==> config.mk <==
export PLATFORM = sky130hd
export DESIGN_NAME = itmr_timer
export DESIGN_NICKNAME = d
export VERILOG_FILES = /design/src/itmr_pkg.sv /design/src/itmr_counter.sv /design/src/itmr_timer.sv
export VERILOG_INCLUDE_DIRS = /design/src
export SDC_FILE = /design/constraint.sdc
export NUM_CORES = 1
export LEC_CHECK = 0
export BUFFER_PORTS_ARGS = -buffer_cell sky130_fd_sc_hd__buf_4
export CAP_MARGIN = 20
export CORE_MARGIN = 8
export CORE_UTILIZATION = 40
export DETAILED_ROUTE_END_ITERATION = 10
export SLEW_MARGIN = 5
export SYNTH_ARGS = -nofsm -noshare
export SYNTH_HDL_FRONTEND = slang
export SYNTH_HIERARCHICAL = 1
export SYNTH_SLANG_ARGS = --single-unit
==> constraint.sdc <==
create_clock -name clk_i -period 2.5 [get_ports clk_i]
set_clock_uncertainty 0.05 [all_clocks]
set_input_delay 0.25 -clock clk_i [delete_from_list [all_inputs] [get_ports clk_i]]
set_output_delay 0.25 -clock clk_i [all_outputs]
set_load 0.005 [all_outputs]
==> src/itmr_consts.svh <==
// Purpose: named offsets, field positions, reset values and counts of the interval timer
// Assumes: word-addressed register port, 16-bit data, 32-bit counter
// Notes: definitions only, included by the package users
`ifndef ITMR_CONSTS_SVH
`define ITMR_CONSTS_SVH

// ----------------------------------------------------------------
// register word offsets
// ----------------------------------------------------------------
`define ITMR_OFS_FLAGS 3'h0
`define ITMR_OFS_CTRL 3'h1
`define ITMR_OFS_RLDL 3'h2
`define ITMR_OFS_RLDH 3'h3
`define ITMR_OFS_CAPL 3'h4
`define ITMR_OFS_CAPH 3'h5

// ----------------------------------------------------------------
// field positions
// ----------------------------------------------------------------
`define ITMR_FLG_TO 0
`define ITMR_FLG_RUN 1
`define ITMR_CTL_IEN 0
`define ITMR_CTL_CONTINUOUS_MODE 1
`define ITMR_CTL_START 2
`define ITMR_CTL_STOP 3

// ----------------------------------------------------------------
// reset values and counting constants
// ----------------------------------------------------------------
`define ITMR_RELOAD_RST 32'h0000_ffff
`define ITMR_CAPTURE_RST 32'h0000_0000
`define ITMR_WORD_RST 16'h0000
`define ITMR_CNT_ZERO 32'h0000_0000
`define ITMR_CNT_ONE 32'h0000_0001

`endif

==> src/itmr_pkg.sv <==
// Purpose: types shared by the interval timer modules
// Assumes: constants live in itmr_consts.svh
// Notes: nothing here is imported; users write itmr_pkg::name
package itmr_pkg;

   // ----------------------------------------------------------------
   // data types
   // ----------------------------------------------------------------
   typedef logic [15:0] itmr_word_t;
   typedef logic [31:0] itmr_cnt_t;

   // command from the register file to the counter
   typedef struct packed {
      logic load;
      itmr_cnt_t load_val;
      logic start;
      logic halt;
   } itmr_cmd_s;

   // counter state
   typedef struct packed {
      itmr_cnt_t count;
      logic run;
   } itmr_cnt_st_s;

   // register file state
   typedef struct packed {
      logic to;
      logic ien;
      logic continuous_mode;
      itmr_cnt_t reload;
      itmr_cnt_t capture;
      itmr_word_t rdata;
      logic irq;
   } itmr_regs_s;

endpackage : itmr_pkg

==> src/itmr_counter.sv <==
// Purpose: 32-bit down counter with run control and reload at zero
// Assumes: commands come from the register file one cycle wide
// Notes: load beats the zero reload; halt beats start
`include "itmr_consts.svh"

module itmr_counter #(
   parameter bit STOPCTL_EN = 1'b1
) (
   input wire logic clk_i,
   input wire logic rst_i,
   input itmr_pkg::itmr_cmd_s cmd_i,
   input wire logic continuous_mode_i,
   input itmr_pkg::itmr_cnt_t reload_i,
   output itmr_pkg::itmr_cnt_st_s st_o,
   output logic zero_o
);

   localparam itmr_pkg::itmr_cnt_st_s RST_ST = '{count: `ITMR_RELOAD_RST, run: !STOPCTL_EN};

   itmr_pkg::itmr_cnt_st_s st_q;
   itmr_pkg::itmr_cnt_st_s st_d;

   assign zero_o = st_q.run && (st_q.count == `ITMR_CNT_ZERO);
   assign st_o = st_q;

   // next counter state
   always_comb begin
      st_d = st_q;
      if (st_q.run) begin
         if (zero_o) begin
            st_d.count = reload_i;
            if (STOPCTL_EN && !continuous_mode_i) begin
               st_d.run = 1'b0;
            end
         end else begin
            st_d.count = st_q.count - `ITMR_CNT_ONE;
         end
      end
      // start wakes stopped counter only, so a one-shot zero still stops
      if (cmd_i.start && !st_q.run) begin
         st_d.run = 1'b1;
      end
      if (STOPCTL_EN && cmd_i.halt) begin
         st_d.run = 1'b0;
      end
      if (cmd_i.load) begin
         st_d.count = cmd_i.load_val;
      end
      if (!STOPCTL_EN) begin
         st_d.run = 1'b1; // no run control: always counting
      end
   end

   // state register
   always_ff @(posedge clk_i or posedge rst_i) begin
      if (rst_i) begin
         st_q <= RST_ST;
      end else begin
         st_q <= st_d;
      end
   end

endmodule : itmr_counter

==> src/itmr_timer.sv <==
// Purpose: interval timer register file and counter control
// Assumes: word-addressed slave port, reads answer one cycle later
// Notes: STOPCTL_EN selects whether software may start and halt the counter
//
// Functional notes
// - six 16-bit word registers decoded at offsets 0 to 5.
// - timeout flag sets when counter hits zero, stays until cleared.
// - writing zero to flags clears the timeout flag.
// - flags bit 1 reads one while counting, zero while stopped.
// - running bit is read-only; flags writes leave it alone.
// - interrupt only while enable bit and timeout flag are both set.
// - continuous mode keeps running through zero; otherwise stop at zero.
// - every zero reloads the counter from the 32-bit reload value.
// - start bit resumes a stopped counter from its present count.
// - halt bit stops a running counter; zero does nothing.
// - without run control, halt is ignored and counting never stops.
// - reload registers hold low and high halves of period minus one.
// - capture registers return low and high halves of last capture.
// - reload register write loads counter and halts it if controllable.
// - capture register write copies whole count, counter undisturbed.
// - counter sits at zero one cycle before reloading.
`include "itmr_consts.svh"

module itmr_timer #(
   parameter bit STOPCTL_EN = 1'b1
) (
   input wire logic clk_i,
   input wire logic rst_i,
   input wire logic cs_i,
   input wire logic wr_i,
   input wire logic rd_i,
   input wire logic [2:0] addr_i,
   input wire logic [15:0] wdata_i,
   output logic [15:0] rdata_o,
   output logic irq_o
);

   // ----------------------------------------------------------------
   // declarations
   // ----------------------------------------------------------------
   localparam itmr_pkg::itmr_regs_s RST_REGS = '{
      to: 1'b0,
      ien: 1'b0,
      continuous_mode: 1'b0,
      reload: `ITMR_RELOAD_RST,
      capture: `ITMR_CAPTURE_RST,
      rdata: `ITMR_WORD_RST,
      irq: 1'b0
   };

   itmr_pkg::itmr_regs_s st_q;
   itmr_pkg::itmr_regs_s st_d;
   itmr_pkg::itmr_cmd_s cmd;
   itmr_pkg::itmr_cnt_st_s cnt_st;
   logic zero_hit;
   logic wr_flags;
   logic wr_ctrl;
   logic wr_rld;
   logic wr_cap;
   logic rd_req;
   itmr_pkg::itmr_cnt_t reload_new;

   // selected write strobe for one offset
   function automatic logic wr_hit(input logic cs, input logic wr, input logic [2:0] addr,
                                   input logic [2:0] ofs);
      wr_hit = cs && wr && (addr == ofs);
   endfunction : wr_hit

   // ----------------------------------------------------------------
   // address decode
   // ----------------------------------------------------------------
   // write decode
   assign wr_flags = wr_hit(cs_i, wr_i, addr_i, `ITMR_OFS_FLAGS);
   assign wr_ctrl = wr_hit(cs_i, wr_i, addr_i, `ITMR_OFS_CTRL);
   assign wr_rld = wr_hit(cs_i, wr_i, addr_i, `ITMR_OFS_RLDL) ||
                   wr_hit(cs_i, wr_i, addr_i, `ITMR_OFS_RLDH);
   assign wr_cap = wr_hit(cs_i, wr_i, addr_i, `ITMR_OFS_CAPL) ||
                   wr_hit(cs_i, wr_i, addr_i, `ITMR_OFS_CAPH);
   assign rd_req = cs_i && rd_i;

   // ----------------------------------------------------------------
   // counter commands
   // ----------------------------------------------------------------
   // reload halves merged with the word being written
   always_comb begin
      reload_new = st_q.reload;
      if (wr_hit(cs_i, wr_i, addr_i, `ITMR_OFS_RLDL)) begin
         reload_new[15:0] = wdata_i;
      end
      if (wr_hit(cs_i, wr_i, addr_i, `ITMR_OFS_RLDH)) begin
         reload_new[31:16] = wdata_i;
      end
   end

   // control and reload writes become one-cycle counter commands
   always_comb begin
      cmd.load_val = reload_new;
      cmd.load = wr_rld;
      cmd.start = wr_ctrl && wdata_i[`ITMR_CTL_START];
      // halt request, also from a reload write
      cmd.halt = (wr_ctrl && wdata_i[`ITMR_CTL_STOP]) || wr_rld;
   end

   // halt wins when both are set
   // counter runs in its own module
   itmr_counter #(
      .STOPCTL_EN(STOPCTL_EN)
   ) u_counter (
      .clk_i(clk_i),
      .rst_i(rst_i),
      .cmd_i(cmd),
      .continuous_mode_i(st_q.continuous_mode),
      .reload_i(st_q.reload),
      .st_o(cnt_st),
      .zero_o(zero_hit)
   );

   // ----------------------------------------------------------------
   // register file next state
   // ----------------------------------------------------------------
   always_comb begin
      st_d = st_q;
      // flags write with zero clears timeout
      if (wr_flags && !wdata_i[`ITMR_FLG_TO]) begin
         st_d.to = 1'b0;
      end
      // zero sets timeout, set beats clear
      if (zero_hit) begin
         st_d.to = 1'b1;
      end
      // control bits that are stored
      if (wr_ctrl) begin
         st_d.ien = wdata_i[`ITMR_CTL_IEN];
         st_d.continuous_mode = wdata_i[`ITMR_CTL_CONTINUOUS_MODE];
      end
      st_d.reload = reload_new;
      // coherent capture of the full count
      if (wr_cap) begin
         st_d.capture = cnt_st.count;
      end
      // read mux, reserved bits read zero
      if (rd_req) begin
         st_d.rdata = `ITMR_WORD_RST;
         unique case (addr_i)
            `ITMR_OFS_FLAGS: begin
               st_d.rdata[`ITMR_FLG_TO] = st_q.to;
               // run bit lives in the counter, out of reach of flags writes
               st_d.rdata[`ITMR_FLG_RUN] = cnt_st.run;
            end
            `ITMR_OFS_CTRL: begin
               st_d.rdata[`ITMR_CTL_IEN] = st_q.ien;
               st_d.rdata[`ITMR_CTL_CONTINUOUS_MODE] = st_q.continuous_mode;
            end
            `ITMR_OFS_RLDL: st_d.rdata = st_q.reload[15:0];
            `ITMR_OFS_RLDH: st_d.rdata = st_q.reload[31:16];
            `ITMR_OFS_CAPL: st_d.rdata = st_q.capture[15:0];
            `ITMR_OFS_CAPH: st_d.rdata = st_q.capture[31:16];
            default: st_d.rdata = `ITMR_WORD_RST; // unmapped words
         endcase
      end
      st_d.irq = st_d.ien && st_d.to;
   end

   // state register
   always_ff @(posedge clk_i or posedge rst_i) begin
      if (rst_i) begin
         st_q <= RST_REGS;
      end else begin
         st_q <= st_d;
      end
   end

   assign rdata_o = st_q.rdata;
   assign irq_o = st_q.irq;
endmodule : itmr_timer

* Yosys cells after proc, flatten, opt, wreduce, memory -nomap -nowiden
Index checks and enable logic that the tools add are counted.
Widths: inputs -> output; s select.
** Storage, ports and cells
- RAM bits :: 0
- Memories kept :: 0
- Logic and storage cells :: 51
- Register bits :: 117
- Latch bits :: 0
- Bits of input ports :: 24
- Bits in read-only memories :: 0
- Output and inout bits :: 17
** Operators by class
- $mul :: 0
- Mux-type cells :: 14
- Add/subtract/negate cells :: 1
- Bitwise gates (word level) :: 0
- Shift-type cells :: 0
- Div/mod/pow operators :: 0
- $lt $le $gt $ge :: 0
- Reductions and logical operators :: 22
- Equality and inequality tests :: 5
** Operators with widths (number)
- $mux 32 :: 2
- $pmux 14 s4 :: 1
- $mux 33 :: 1
- $logic_not 32->1 :: 1
- $mux 16 :: 2
- $sub 32x1->32 const B :: 1
- $logic_and 1x1->1 :: 14
- $pmux 2 s6 :: 1
- $eq 3x2->1 const B :: 2
- $eq 3x3->1 const B :: 2
- $mux 1 :: 6
- $eq 3x1->1 const B :: 1
- $logic_not 3->1 :: 1
- $logic_or 1x1->1 :: 3
- $logic_not 1->1 :: 2
- $mux 2 :: 1
- $reduce_bool 2->1 :: 1

* Logic depth before layout (Yosys ltp)
Gate-level depths: netlist (run 1).
- Depth after elaboration :: 6
- Depth in mapped cells :: 11
- Depth with buffers taken out :: 7

* Modules after synthesis
The synthesis (run 1) kept the hierarchy.
** By module, submodules not included
- itmr_timer :: area an instance 3978.8 um2, cells an instance 273, sequential area each 2122.0 um2, times used 1
- itmr_counter :: area an instance 2449.8 um2, cells an instance 290, sequential area each 845.8 um2, times used 1

* Worst setup path after synthesis (run 1)
No wires, ideal clock.
- Path kind :: reg2reg
- Start :: reg u_counter.st_q, in the netlist u_counter/st_o[18]
- End :: reg u_counter.st_q, in the netlist u_counter/st_o[17]
- Cell stages (with the launch flop) :: 9
- Buffers on the path :: 3
- Data arrival time :: 2.551 ns
- Required time :: 2.326 ns
- Library setup time :: 0.124 ns
- Path slack :: -0.225 ns
- Clock period less this slack :: 2.725 ns
- Cells stage by stage :: dfrtp_1 > or4_4 > or4_1 > clkbuf_2 > or4b_4 > buf_6 > buf_6 > o211ai_1 > nand2_1
** Between the ends
- Cells in the longest elaborated chain, start to end :: 5
** RTL lines
- from (decl) :: line itmr_counter.sv:20 : itmr_pkg::itmr_cnt_st_s st_q;
- from (signal assigned) :: line itmr_counter.sv:59 : st_q <= st_d;
- $logic_not 32->1 (no line)
- $logic_and 1x1->1 :: line itmr_counter.sv:23 : assign zero_o = st_q.run && (st_q.count == `ITMR_CNT_ZERO);
- $mux 32 :: line itmr_counter.sv:30 : if (zero_o) begin
- $mux 33 :: line itmr_counter.sv:29 : if (st_q.run) begin
- $mux 32 :: line itmr_counter.sv:46 : if (cmd_i.load) begin
Every way passes these cells. The select of a mux whose other input is x is not followed.
A chain may end at the register's enable or synchronous reset.

* Worst setup path after layout (run 1)
- Start :: reg u_counter.st_q, in the netlist u_counter/st_o[21]
- End :: reg u_counter.st_q, in the netlist u_counter/st_o[9]
Same word-level chain as after synthesis.

==> reports/results.ini, run 1 <==
[yosys]
synth.top_cells.by_count=85 x dfrtp_1, 43 x mux2i_1, 37 x mux2_2, 32 x dfstp_2, 30 x mux2_4
synth_area_leaders=dfrtp_1 33%, dfstp_2 13%, mux2_4 7.0%, mux2i_1 6.7%, mux2_2 6.5%
syn-cell-area_sq_um=6430
synthFlopType=dfrtp_1
syn_nets=588
async_reset_ff_share_pct=100
synth_top_area_cell=dfrtp_1
syn_avg_cell_area_sq_um=11.4
synth_compound_area_share_pct=12.5
synthAdderAreaFrac_pct=0.195
synth.distinct_cells=62
synth_xor_area_share_pct=2.86
synth-edff-count=0
ys_ff_latch=117
synthDominantCellAreaShare_pct=33.1
ys_seq_area_share_pct=46.2
muxShareOfSynthArea_pct=20.2
synth_most_common_cell=dfrtp_1
synth_top_family_by_area=multiplexers
postSynthCellCount=563
yosysWarnings=6
yosys.area_share.simple_pct=12.3

[drt]
route.detailed.drc=0
via_per_inst=5.60
wire_per_inst_um=20.6
antenna_left=0
first_iter_violations=333
dr.pass1.iters=5
drt-total-wl_um=17900
vias=4849

[power_and_ir_drop]
peakVddDrop_mv=0.530
switching_power_mw=2.88
pwr-share-seq_pct=35.9
combPwrFrac_pct=36.1
p_int_mw=6.02
p_sw_share_pct=32.4
clockPowerShare_pct=28.0
p_leak_nw=3.44
p_per_area_nw_per_um2=1130
power.total_mw=8.90

[final_layout]
nNetsFinal=662
area_delta_synth_final_pct=22.6
diodes=0
final_area_sq_um=7880
fillers=1413
drive_above_1_share_pct=40.3

[grt]
overflow=0
grtUsageTotal_pct=18.6
grt_max_degree=41
grt_pass1_vias=5036
antenna_found_initial=0
grt_pass1_wl_um=28900

[setup_path]
worstPathMaxFanout=5
cp.required_ps=2790
critPathLaunch=u_counter/st_o[21]
start_kind=register
timing.rr.start=u_counter/st_o[21]
cp.arrival_ps=2850
crit_type=reg2reg
endpoint_kind=register

[timing]
timing.final.crit_share_pct=102
max-slew-margin-rel_pct=49.2
hold_viol=0
rsz0062_at_grt=yes
setup_viol=6
setup_ws_ps=-59.1
finalCriticalPeriod_ps=2560
fmax_mhz=391
hold_ws_ps=42.6
tightest_slew_ps=760
drv_slew=0

[clock_network]
cts_max_path_buffers=2
cts_tree=done
cts_root_buffer=clkbuf_16
cts_sinks=117
clk_latency_ps=420
htreeDepth=4
clkTransAtPathRegs_ps=50
cts_made_buffers=17

[outcome]
status=finished with violations
violations=setup timing

[job]
drv_cap=0

[die]
chipWidth_um=143
row_count=46
die_height_um=143
start_util_pct=40.8
die_area_sq_um=20400
core_sq_um=15800
io_pins=41

[min_path]
min_from=wdata_i[1]
hold_path.class=in2reg

[placement]
hpwl_um=12400
place_area_sq_um=7170
port_buffers=40
place.gp.congestion=0.879
place_ws_ps=-183

## path summary, 6_finish.rpt
check	end	slack (ps)	depth (start not counted)
setup / recovery	u_counter/st_o[9]	-60	6
min in group asynchronous	st_q[25]	380	3
setup reg to reg	u_counter/st_o[9]	-60	6
max in group asynchronous	st_q[50]	1320	4
hold reg to reg	rdata_o[2]	440	1
hold / removal	st_q[81]	40	2
## placed cells by master (no fill, tap or decap), types with 4 or more instances in the layout
| cell type | count |
|---|---|
| nand3_1 | 8 |
| o211ai_1 | 10 |
| inv_1 | 9 |
| o21ai_0 | 19 |
| o21a_1 | 15 |
| or2_2 | 4 |
| nor2_1 | 20 |
| buf_4 | 102 |
| dfstp_2 | 32 |
| nand4_1 | 5 |
| mux2i_1 | 43 |
| clkinv_2 | 6 |
| xor2_1 | 4 |
| dfrtp_1 | 85 |
| nand2b_1 | 6 |
| nor4_1 | 6 |
| o21ai_1 | 4 |
| nor3b_1 | 17 |
| xnor2_1 | 17 |
| nand2_1 | 18 |
| o21ai_2 | 4 |
| a21oi_1 | 24 |
| clkbuf_16 | 17 |
| nor3_1 | 17 |
| nand4b_1 | 4 |
| mux2_2 | 37 |
| o221ai_1 | 14 |
| a31oi_1 | 4 |
| mux2_4 | 30 |
| or4_4 | 5 |
| a22oi_1 | 5 |
## worst max-delay path: stages (launching register included)
cell	delay [ps]
dfrtp_1	380
or4_4	550
or4_4	440
or4b_4	610
buf_6	160
o211ai_1	210
nand2_1	90
## power by group through the flow
stage | Clock (mW) | Combinational (mW) | Sequential, mW
final | 2.49 | 3.22 | 3.20
after global routing | 2.62 | 3.50 | 3.29
after CTS | 2.54 | 3.18 | 3.19
after detailed placement | 0 | 3.11 | 3.20
after global placement | 0 | 3.07 | 3.18
after floorplan | 0 | 1.95 | 3.15
## final cells by class
class                           count  area (sq um)  area share, %
Tap cell                          216           270           3.43
Sequential cell                   117          2970           37.7
Multi-Input combinational cell    383          3150           40.0
Timing Repair Buffer              108           850           10.8
Clock buffer                       22           474           6.02
Clock inverter                     10           130           1.65
Inverter                           10          38.8          0.492
## sequential cells by signal, indices dropped and copies added, names as in the netlist
name	count
st_q	67
u_counter/st_o	33
irq_o	1
rdata_o	16
## metal layers
metal	vias to the layer above	track usage, %	part of all wire [%]
met2	128	29.8	48
li1	2228	-	-
met1	2467	23.8	46
met4	0	8.00	2.1
met3	26	3.74	4.5
met5	-	0	0
## timing repair
item,4_1_cts,5_1_grt
hold buffers,1,0
gates resized for setup,8,15
pin swaps,2,7
endpoints found under the setup margin,27,26
buffers inserted,0,1
hold endpoints to repair,38,0
## through the flow
step,setup TNS [ps],utilization (%),instances
floorplan,-1500,-,563
global placement,-912,45.5,831
detailed placement,-2620,45.5,831
CTS,-334,49.6,864
global route,-776,50.0,866
finish,-139,50.0,866
## kinds of logic (layout without fill, tap and decap cells)
logic type | count (synthesis) | count (layout)
flops | 117 | 117
buf+inv | 63 | 150
fa+ha+maj | 1 | 1
compound gates | 119 | 119
mux | 110 | 110
simple gates | 132 | 132
xor+xnor | 21 | 21
(Power assumes the default switching activity.)
==> run 2: changes to the inputs <==
--- a/config.mk
+++ b/config.mk
@@ -11,6 +11,7 @@
 export CORE_MARGIN = 8
 export CORE_UTILIZATION = 40
 export DETAILED_ROUTE_END_ITERATION = 10
+export PLACE_DENSITY = 0.7
 export SLEW_MARGIN = 5
 export SYNTH_ARGS = -nofsm -noshare
 export SYNTH_HDL_FRONTEND = slang
==> run 2 against run 1 <==
Compared with the run above:
- the run still ends with setup timing left
- total power is 2.0% lower
- routed wire length grew 1.1%
- sequential power is essentially flat
- critical path type unchanged
- critical path depth is the same
- first-iteration DRC count up 42%
- die area unchanged
==> reports/results.ini, run 2 (synthesis gave the netlist of run 1 again) <==
[outcome]
status=finished with violations
violations=setup timing

[drt]
top_layer_used=met4
via_per_inst=5.74  ; +2.5%
vias=4937  ; +1.8%
wl_met2_um=8820  ; +3.1%
route.detailed.drc=0  ; unchanged
wire_per_inst_um=21.0  ; +1.8%
first_iter_violations=474  ; +42%
wl_met1_um=7790  ; -4.1%
antenna_left=0  ; unchanged
dr.pass1.iters=5  ; unchanged
wl_met3_um=1080  ; +34%
drt-total-wl_um=18100  ; +1.1%

[clock_network]
cts_tree=done
clkTransAtPathRegs_ps=50  ; about the same
cts_max_path_buffers=2  ; unchanged
clk_latency_ps=420  ; about the same
cts_sinks=117  ; unchanged
cts_made_buffers=17  ; unchanged
htreeDepth=4  ; unchanged
cts_root_buffer=clkbuf_16

[min_path]
hold_path.class=in2reg
hold_depth=2  ; unchanged
min_from=wdata_i[1]

[grt]
grt_max_degree=50  ; +22%
grt_pass1_vias=5283  ; +4.9%
antenna_found_initial=0  ; unchanged
grt_pass1_wl_um=28700  ; -0.79%
grtUsageTotal_pct=18.4  ; -0.12 points
overflow=0  ; unchanged

[setup_path]
path_buf_inv=1  ; unchanged
critPathTopFamily=simple AND/OR/NAND/NOR gates
ff2ff_path_depth=6  ; unchanged
timing.rr.start=u_counter/st_o[11]
cp.arrival_ps=2880  ; +30 ps
cp_cell_sequence=or4_4 -> or4b_1 -> or4b_4 -> buf_6 -> o211ai_1 -> a31oi_1
start_kind=register
worst-path-stages=6  ; unchanged
cp.required_ps=2770  ; -20 ps
crit_type=reg2reg
critPathLaunch=u_counter/st_o[11]
r2r_slack_ps=-110  ; -50 ps
max_stage_delay_ps=620  ; about the same
cp_slowest_cell=or4b_4
endpoint_kind=register
worstPathMaxFanout=6  ; +1

[final_layout]
area_delta_synth_final_pct=21.6
largest_reg_flops=67  ; unchanged
final_area_sq_um=7820  ; -0.78%
final_cell_mix=96 x buf_4, 85 x dfrtp_1, 43 x mux2i_1, 37 x mux2_2, 32 x dfstp_2
layout_commonest_cell=buf_4
drive_above_1_share_pct=39.6  ; -0.71 points
diodes=0  ; unchanged
top_register=st_q
fin_util_pct=49.6  ; -0.39 points
nNetsFinal=656  ; -0.91%

[die]
core_sq_um=15800  ; unchanged
start_util_pct=40.8  ; unchanged
die_height_um=143  ; unchanged
die_area_sq_um=20400  ; unchanged
io_pins=41  ; unchanged
row_count=46  ; unchanged
chipWidth_um=143  ; unchanged

[power_and_ir_drop]
switching_power_mw=2.90  ; +0.53%
peakVddDrop_mv=0.576  ; +8.6%
p_per_area_nw_per_um2=1120  ; -1.3%
pwr-share-seq_pct=36.9  ; +1.0 points
p_sw_share_pct=33.3  ; +0.85 points
clockPowerShare_pct=26.2  ; -1.8 points
p_leak_nw=3.38  ; -1.7%
combPwrFrac_pct=37.0  ; +0.9 points
p_int_mw=5.82  ; -3.3%

[timing]
rsz0062_at_grt=yes
finalCriticalPeriod_ps=2610  ; +53.6 ps
hold_viol=0  ; unchanged
max-slew-margin-rel_pct=45.9  ; -3.3 points
setup_ws_ps=-113  ; -53.6 ps
drv_slew=0  ; unchanged
setup_viol=20  ; +14
tightest_slew_ps=809  ; +48.5 ps
fmax_mhz=383  ; -2.1%
timing.final.crit_share_pct=105  ; +2.1 points

[placement]
hpwl_um=12200  ; -1.2%
place_area_sq_um=7150  ; -0.35%
port_buffers=40  ; unchanged
place.gp.congestion=0.911  ; +3.7%

[job]
drv_cap=0  ; unchanged

==> run 2: final cells by class <==
| cell class | instances | area (sq um) |
|---|---|---|
| Sequential cell | 117 | 2970 |
| Inverter | 10 | 38.8 |
| Tap cell | 216 | 270 |
| Clock inverter | 4 | 45.0 |
| Fill cell | 1426 | 7950 |
| Multi-Input combinational cell | 383 | 3180 |
| Clock buffer | 28 | 507 |
| Timing Repair Buffer | 102 | 805 |
==> run 2: what timing repair did <==
action                     CTS  global route
gates cloned                 0             0
resized for setup           11            23
hold endpoints to repair    44             0
pin swaps                    5             6
setup endpoints to repair   26            31
hold buffers                 1             0
buffers inserted             1             0
==> run 2: final timing paths <==
kind | end
max in group asynchronous | st_q[62]
worst max register to register | u_counter/st_o[1]
worst min-delay path | st_q[81]
worst max-delay path | u_counter/st_o[1]
worst min register to register | rdata_o[4]
min in group asynchronous | rdata_o[6]
==> run 2: metal layers <==
metal / up-vias / global-route usage, %
li1: 2216 / -
met1: 2526 / 22.8
met2: 163 / 30.0
met3: 32 / 4.51
met4: 0 / 8.22
met5: - / 0
==> run 2: through the flow <==
step	setup slack, ps	std cells	hold WS, ps	setup TNS, ps	total power, mW
detailed placement	-176	826	326	-2060	6.26
finish	-113	860	50.8	-947	8.72
global route	-170	860	40.5	-2230	9.16
floorplan	-166	563	317	-1500	5.10
global placement	-131	826	312	-1410	6.16
CTS	-82.3	860	30.0	-376	8.65
==> run 2: power groups by stage <==
stage | Combinational (mW) | Clock, mW | Sequential (mW)
6_report | 3.22 | 2.28 | 3.21
5_1_grt | 3.46 | 2.41 | 3.29
4_1_cts | 3.13 | 2.32 | 3.19
3_5_place_dp | 3.05 | 0 | 3.21
3_3_place_gp | 2.98 | 0 | 3.18
2_1_floorplan | 1.95 | 0 | 3.15
==> run 3: changes to the inputs <==
--- a/config.mk
+++ b/config.mk
@@ -9,9 +9,9 @@
 export BUFFER_PORTS_ARGS = -buffer_cell sky130_fd_sc_hd__buf_4
 export CAP_MARGIN = 20
 export CORE_MARGIN = 8
-export CORE_UTILIZATION = 40
+export CORE_UTILIZATION = 43
 export DETAILED_ROUTE_END_ITERATION = 10
-export PLACE_DENSITY = 0.7
+export PLACE_DENSITY = 0.73
 export SLEW_MARGIN = 5
 export SYNTH_ARGS = -nofsm -noshare
 export SYNTH_HDL_FRONTEND = slang
==> run 3 against run 2 <==
Compared with the run above:
- the flow still finishes with violations (setup timing)
- total power increased by 3.3%
- combinational power hardly changed
- routed wire length down 1.9%
- global-route usage grew 0.24 points
- first-iteration DRC count up 19%
- core utilization grew 4.4 points
- non-clock buffer count increased by 5
- die area is 6.2% lower
- via count increased by 0.79%
- cell count decreased by 3.1%
- sequential share of layout area fell by 0.30 points
- critical path depth did not move
- critical endpoint is now u_counter/st_o[17]
- highest routed layer unchanged
==> reports/results.ini, run 3 (synthesis gave the netlist of run 1 again) <==
[setup_path]
timing.rr.start=u_counter/st_o[17]
start_kind=register
rr_endpoint=u_counter/st_o[17]
endpoint_kind=register
crit_type=reg2reg
cp.required_ps=2750  ; -20 ps
critPathTopFamily=simple AND/OR/NAND/NOR gates
setup.worst_path.end=u_counter/st_o[17]
cp_slowest_cell=or4b_4
worst-path-stages=6  ; unchanged
cp.arrival_ps=2800  ; -80 ps
r2r_slack_ps=-40  ; +70 ps
path_common_cell=or4_4
max_stage_delay_ps=580  ; -40 ps
path_buf_inv=1  ; unchanged
ff2ff_path_depth=6  ; unchanged
worstPathMaxFanout=5  ; -1
cp_cell_sequence=or4_4 -> or4_4 -> or4b_4 -> buf_6 -> o211ai_1 -> nand2_1
critPathLaunch=u_counter/st_o[17]

[placement]
hpwl_um=12000  ; -2.1%
place.gp.congestion=0.912  ; +0.11%
port_buffers=40  ; unchanged

[job]
drv_cap=0  ; unchanged

[timing]
fmax_mhz=393  ; +2.7%
timing.final.crit_share_pct=102  ; -2.8 points
setup_ws_ps=-43.4  ; +69.2 ps
rsz0062_at_grt=yes
max-slew-margin-rel_pct=52.8  ; +6.9 points
finalCriticalPeriod_ps=2540  ; -69.2 ps
hold_viol=0  ; unchanged
timing.setup.tns_ps=-51.0  ; +896 ps
tightest_slew_ps=705  ; -103 ps
drv_slew=0  ; unchanged
setup_viol=2  ; -90%
hold_ws_ps=41.8  ; -9.04 ps

[final_layout]
fin_util_pct=54.0  ; +4.4 points
largest_reg_flops=67  ; unchanged
final_cell_mix=98 x buf_4, 85 x dfrtp_1, 43 x mux2i_1, 37 x mux2_2, 32 x dfstp_2
fillers=1259  ; -12%
diodes=0  ; unchanged
nNetsFinal=661  ; +0.76%
top_register=st_q
area_delta_synth_final_pct=22.6
layout_commonest_cell=buf_4
drive_above_1_share_pct=41.0  ; +1.4 points

[clock_network]
clkTransAtPathRegs_ps=60  ; about the same
cts_max_path_buffers=2  ; unchanged
htreeDepth=4  ; unchanged
cts_sinks=117  ; unchanged
cts_made_buffers=17  ; unchanged
cts_root_buffer=clkbuf_16
cts_tree=done
clk_latency_ps=420  ; about the same

[drt]
wl_met1_um=7720  ; -0.99%
wl_met2_um=8580  ; -2.7%
route.detailed.drc=0  ; unchanged
antenna_left=0  ; unchanged
drt-total-wl_um=17700  ; -1.9%
via_per_inst=5.97  ; +4.1%
top_layer_used=met4
dr.pass1.iters=5  ; unchanged
first_iter_violations=564  ; +19%
vias=4976  ; +0.79%
wire_per_inst_um=21.3  ; +1.3%
wl_met3_um=1080  ; +0.18%

[die]
chipWidth_um=138  ; -3.2%
die_area_sq_um=19100  ; -6.2%
die_height_um=138  ; -3.2%
io_pins=41  ; unchanged
row_count=44  ; -4.3%
start_util_pct=44.1  ; +3.3 points
core_sq_um=14600  ; -7.5%

[power_and_ir_drop]
clockPowerShare_pct=28.4  ; +2.2 points
switching_power_mw=2.96  ; +2.1%
p_sw_share_pct=32.9  ; -0.38 points
p_leak_nw=3.44  ; +1.7%
peakVddDrop_mv=0.577  ; +0.20%
pwr-share-seq_pct=35.7  ; -1.2 points
p_int_mw=6.04  ; +3.9%
combPwrFrac_pct=35.9  ; -1.1 points
p_per_area_nw_per_um2=1140  ; +2.5%

[grt]
grt_pass1_vias=5180  ; -1.9%
grtUsageTotal_pct=18.7  ; +0.24 points
antenna_found_initial=0  ; unchanged
grt_pass1_wl_um=28600  ; -0.29%
overflow=0  ; unchanged
grt_max_degree=50  ; unchanged

[min_path]
hold_depth=2  ; unchanged
hold_path.class=in2reg

[outcome]
violations=setup timing
status=finished with violations

==> run 3: timing repair <==
item	CTS	global route
endpoints found under the hold margin	85	0
buffers inserted	1	3
resized for setup	14	26
pin swaps	1	9
hold buffers	1	0
setup endpoints to repair	26	26
==> run 3: power by group through the flow <==
| stage | sequential, mW | combinational, mW | clock, mW |
|---|---|---|---|
| 2_1_floorplan | 3.15 | 1.95 | 0 |
| 3_3_place_gp | 3.18 | 2.98 | 0 |
| 3_5_place_dp | 3.21 | 3.02 | 0 |
| 4_1_cts | 3.20 | 3.11 | 2.59 |
| 5_1_grt | 3.29 | 3.50 | 2.66 |
| 6_report | 3.21 | 3.23 | 2.56 |
==> run 3: area by class of cell <==
type                            instances  area, sq um  area share (%)
Multi-Input combinational cell        383         3180            40.3
Sequential cell                       117         2970            37.7
Timing Repair Buffer                  107          853            10.8
Clock buffer                           17          425            5.40
Tap cell                              184          230            2.92
Clock inverter                         15          188            2.38
Inverter                               10         38.8           0.492
==> run 3: stage by stage <==
stage | power [mW] | cell area (sq um) | setup slack, ps | cells
floorplan | 5.10 | 6440 | -166 | 563
global placement | 6.15 | 7120 | -81.9 | 796
detailed placement | 6.22 | 7120 | -149 | 796
CTS | 8.89 | 7790 | -13.1 | 830
global route | 9.46 | 7880 | -122 | 833
finish | 9.01 | 7880 | -43.4 | 833
==> run 3: metal layers <==
metal | up-vias | global-route usage [%]
met3 | 29 | 5.24
met1 | 2546 | 23.5
met2 | 183 | 29.8
li1 | 2218 | -
met5 | - | 0
met4 | 0 | 7.32
==> run 3: worst min path at each step <==
stage / slack, ps / startpoint / endpoint
global placement: 340 / rst_i / st_q[41]
detailed placement: 350 / rst_i / st_q[41]
CTS: 20 / wdata_i[13] / st_q[62]
finish: 40 / wdata_i[13] / st_q[62]
floorplan: 320 / rst_i / u_counter/st_o[0]
global route: 30 / wdata_i[9] / st_q[58]
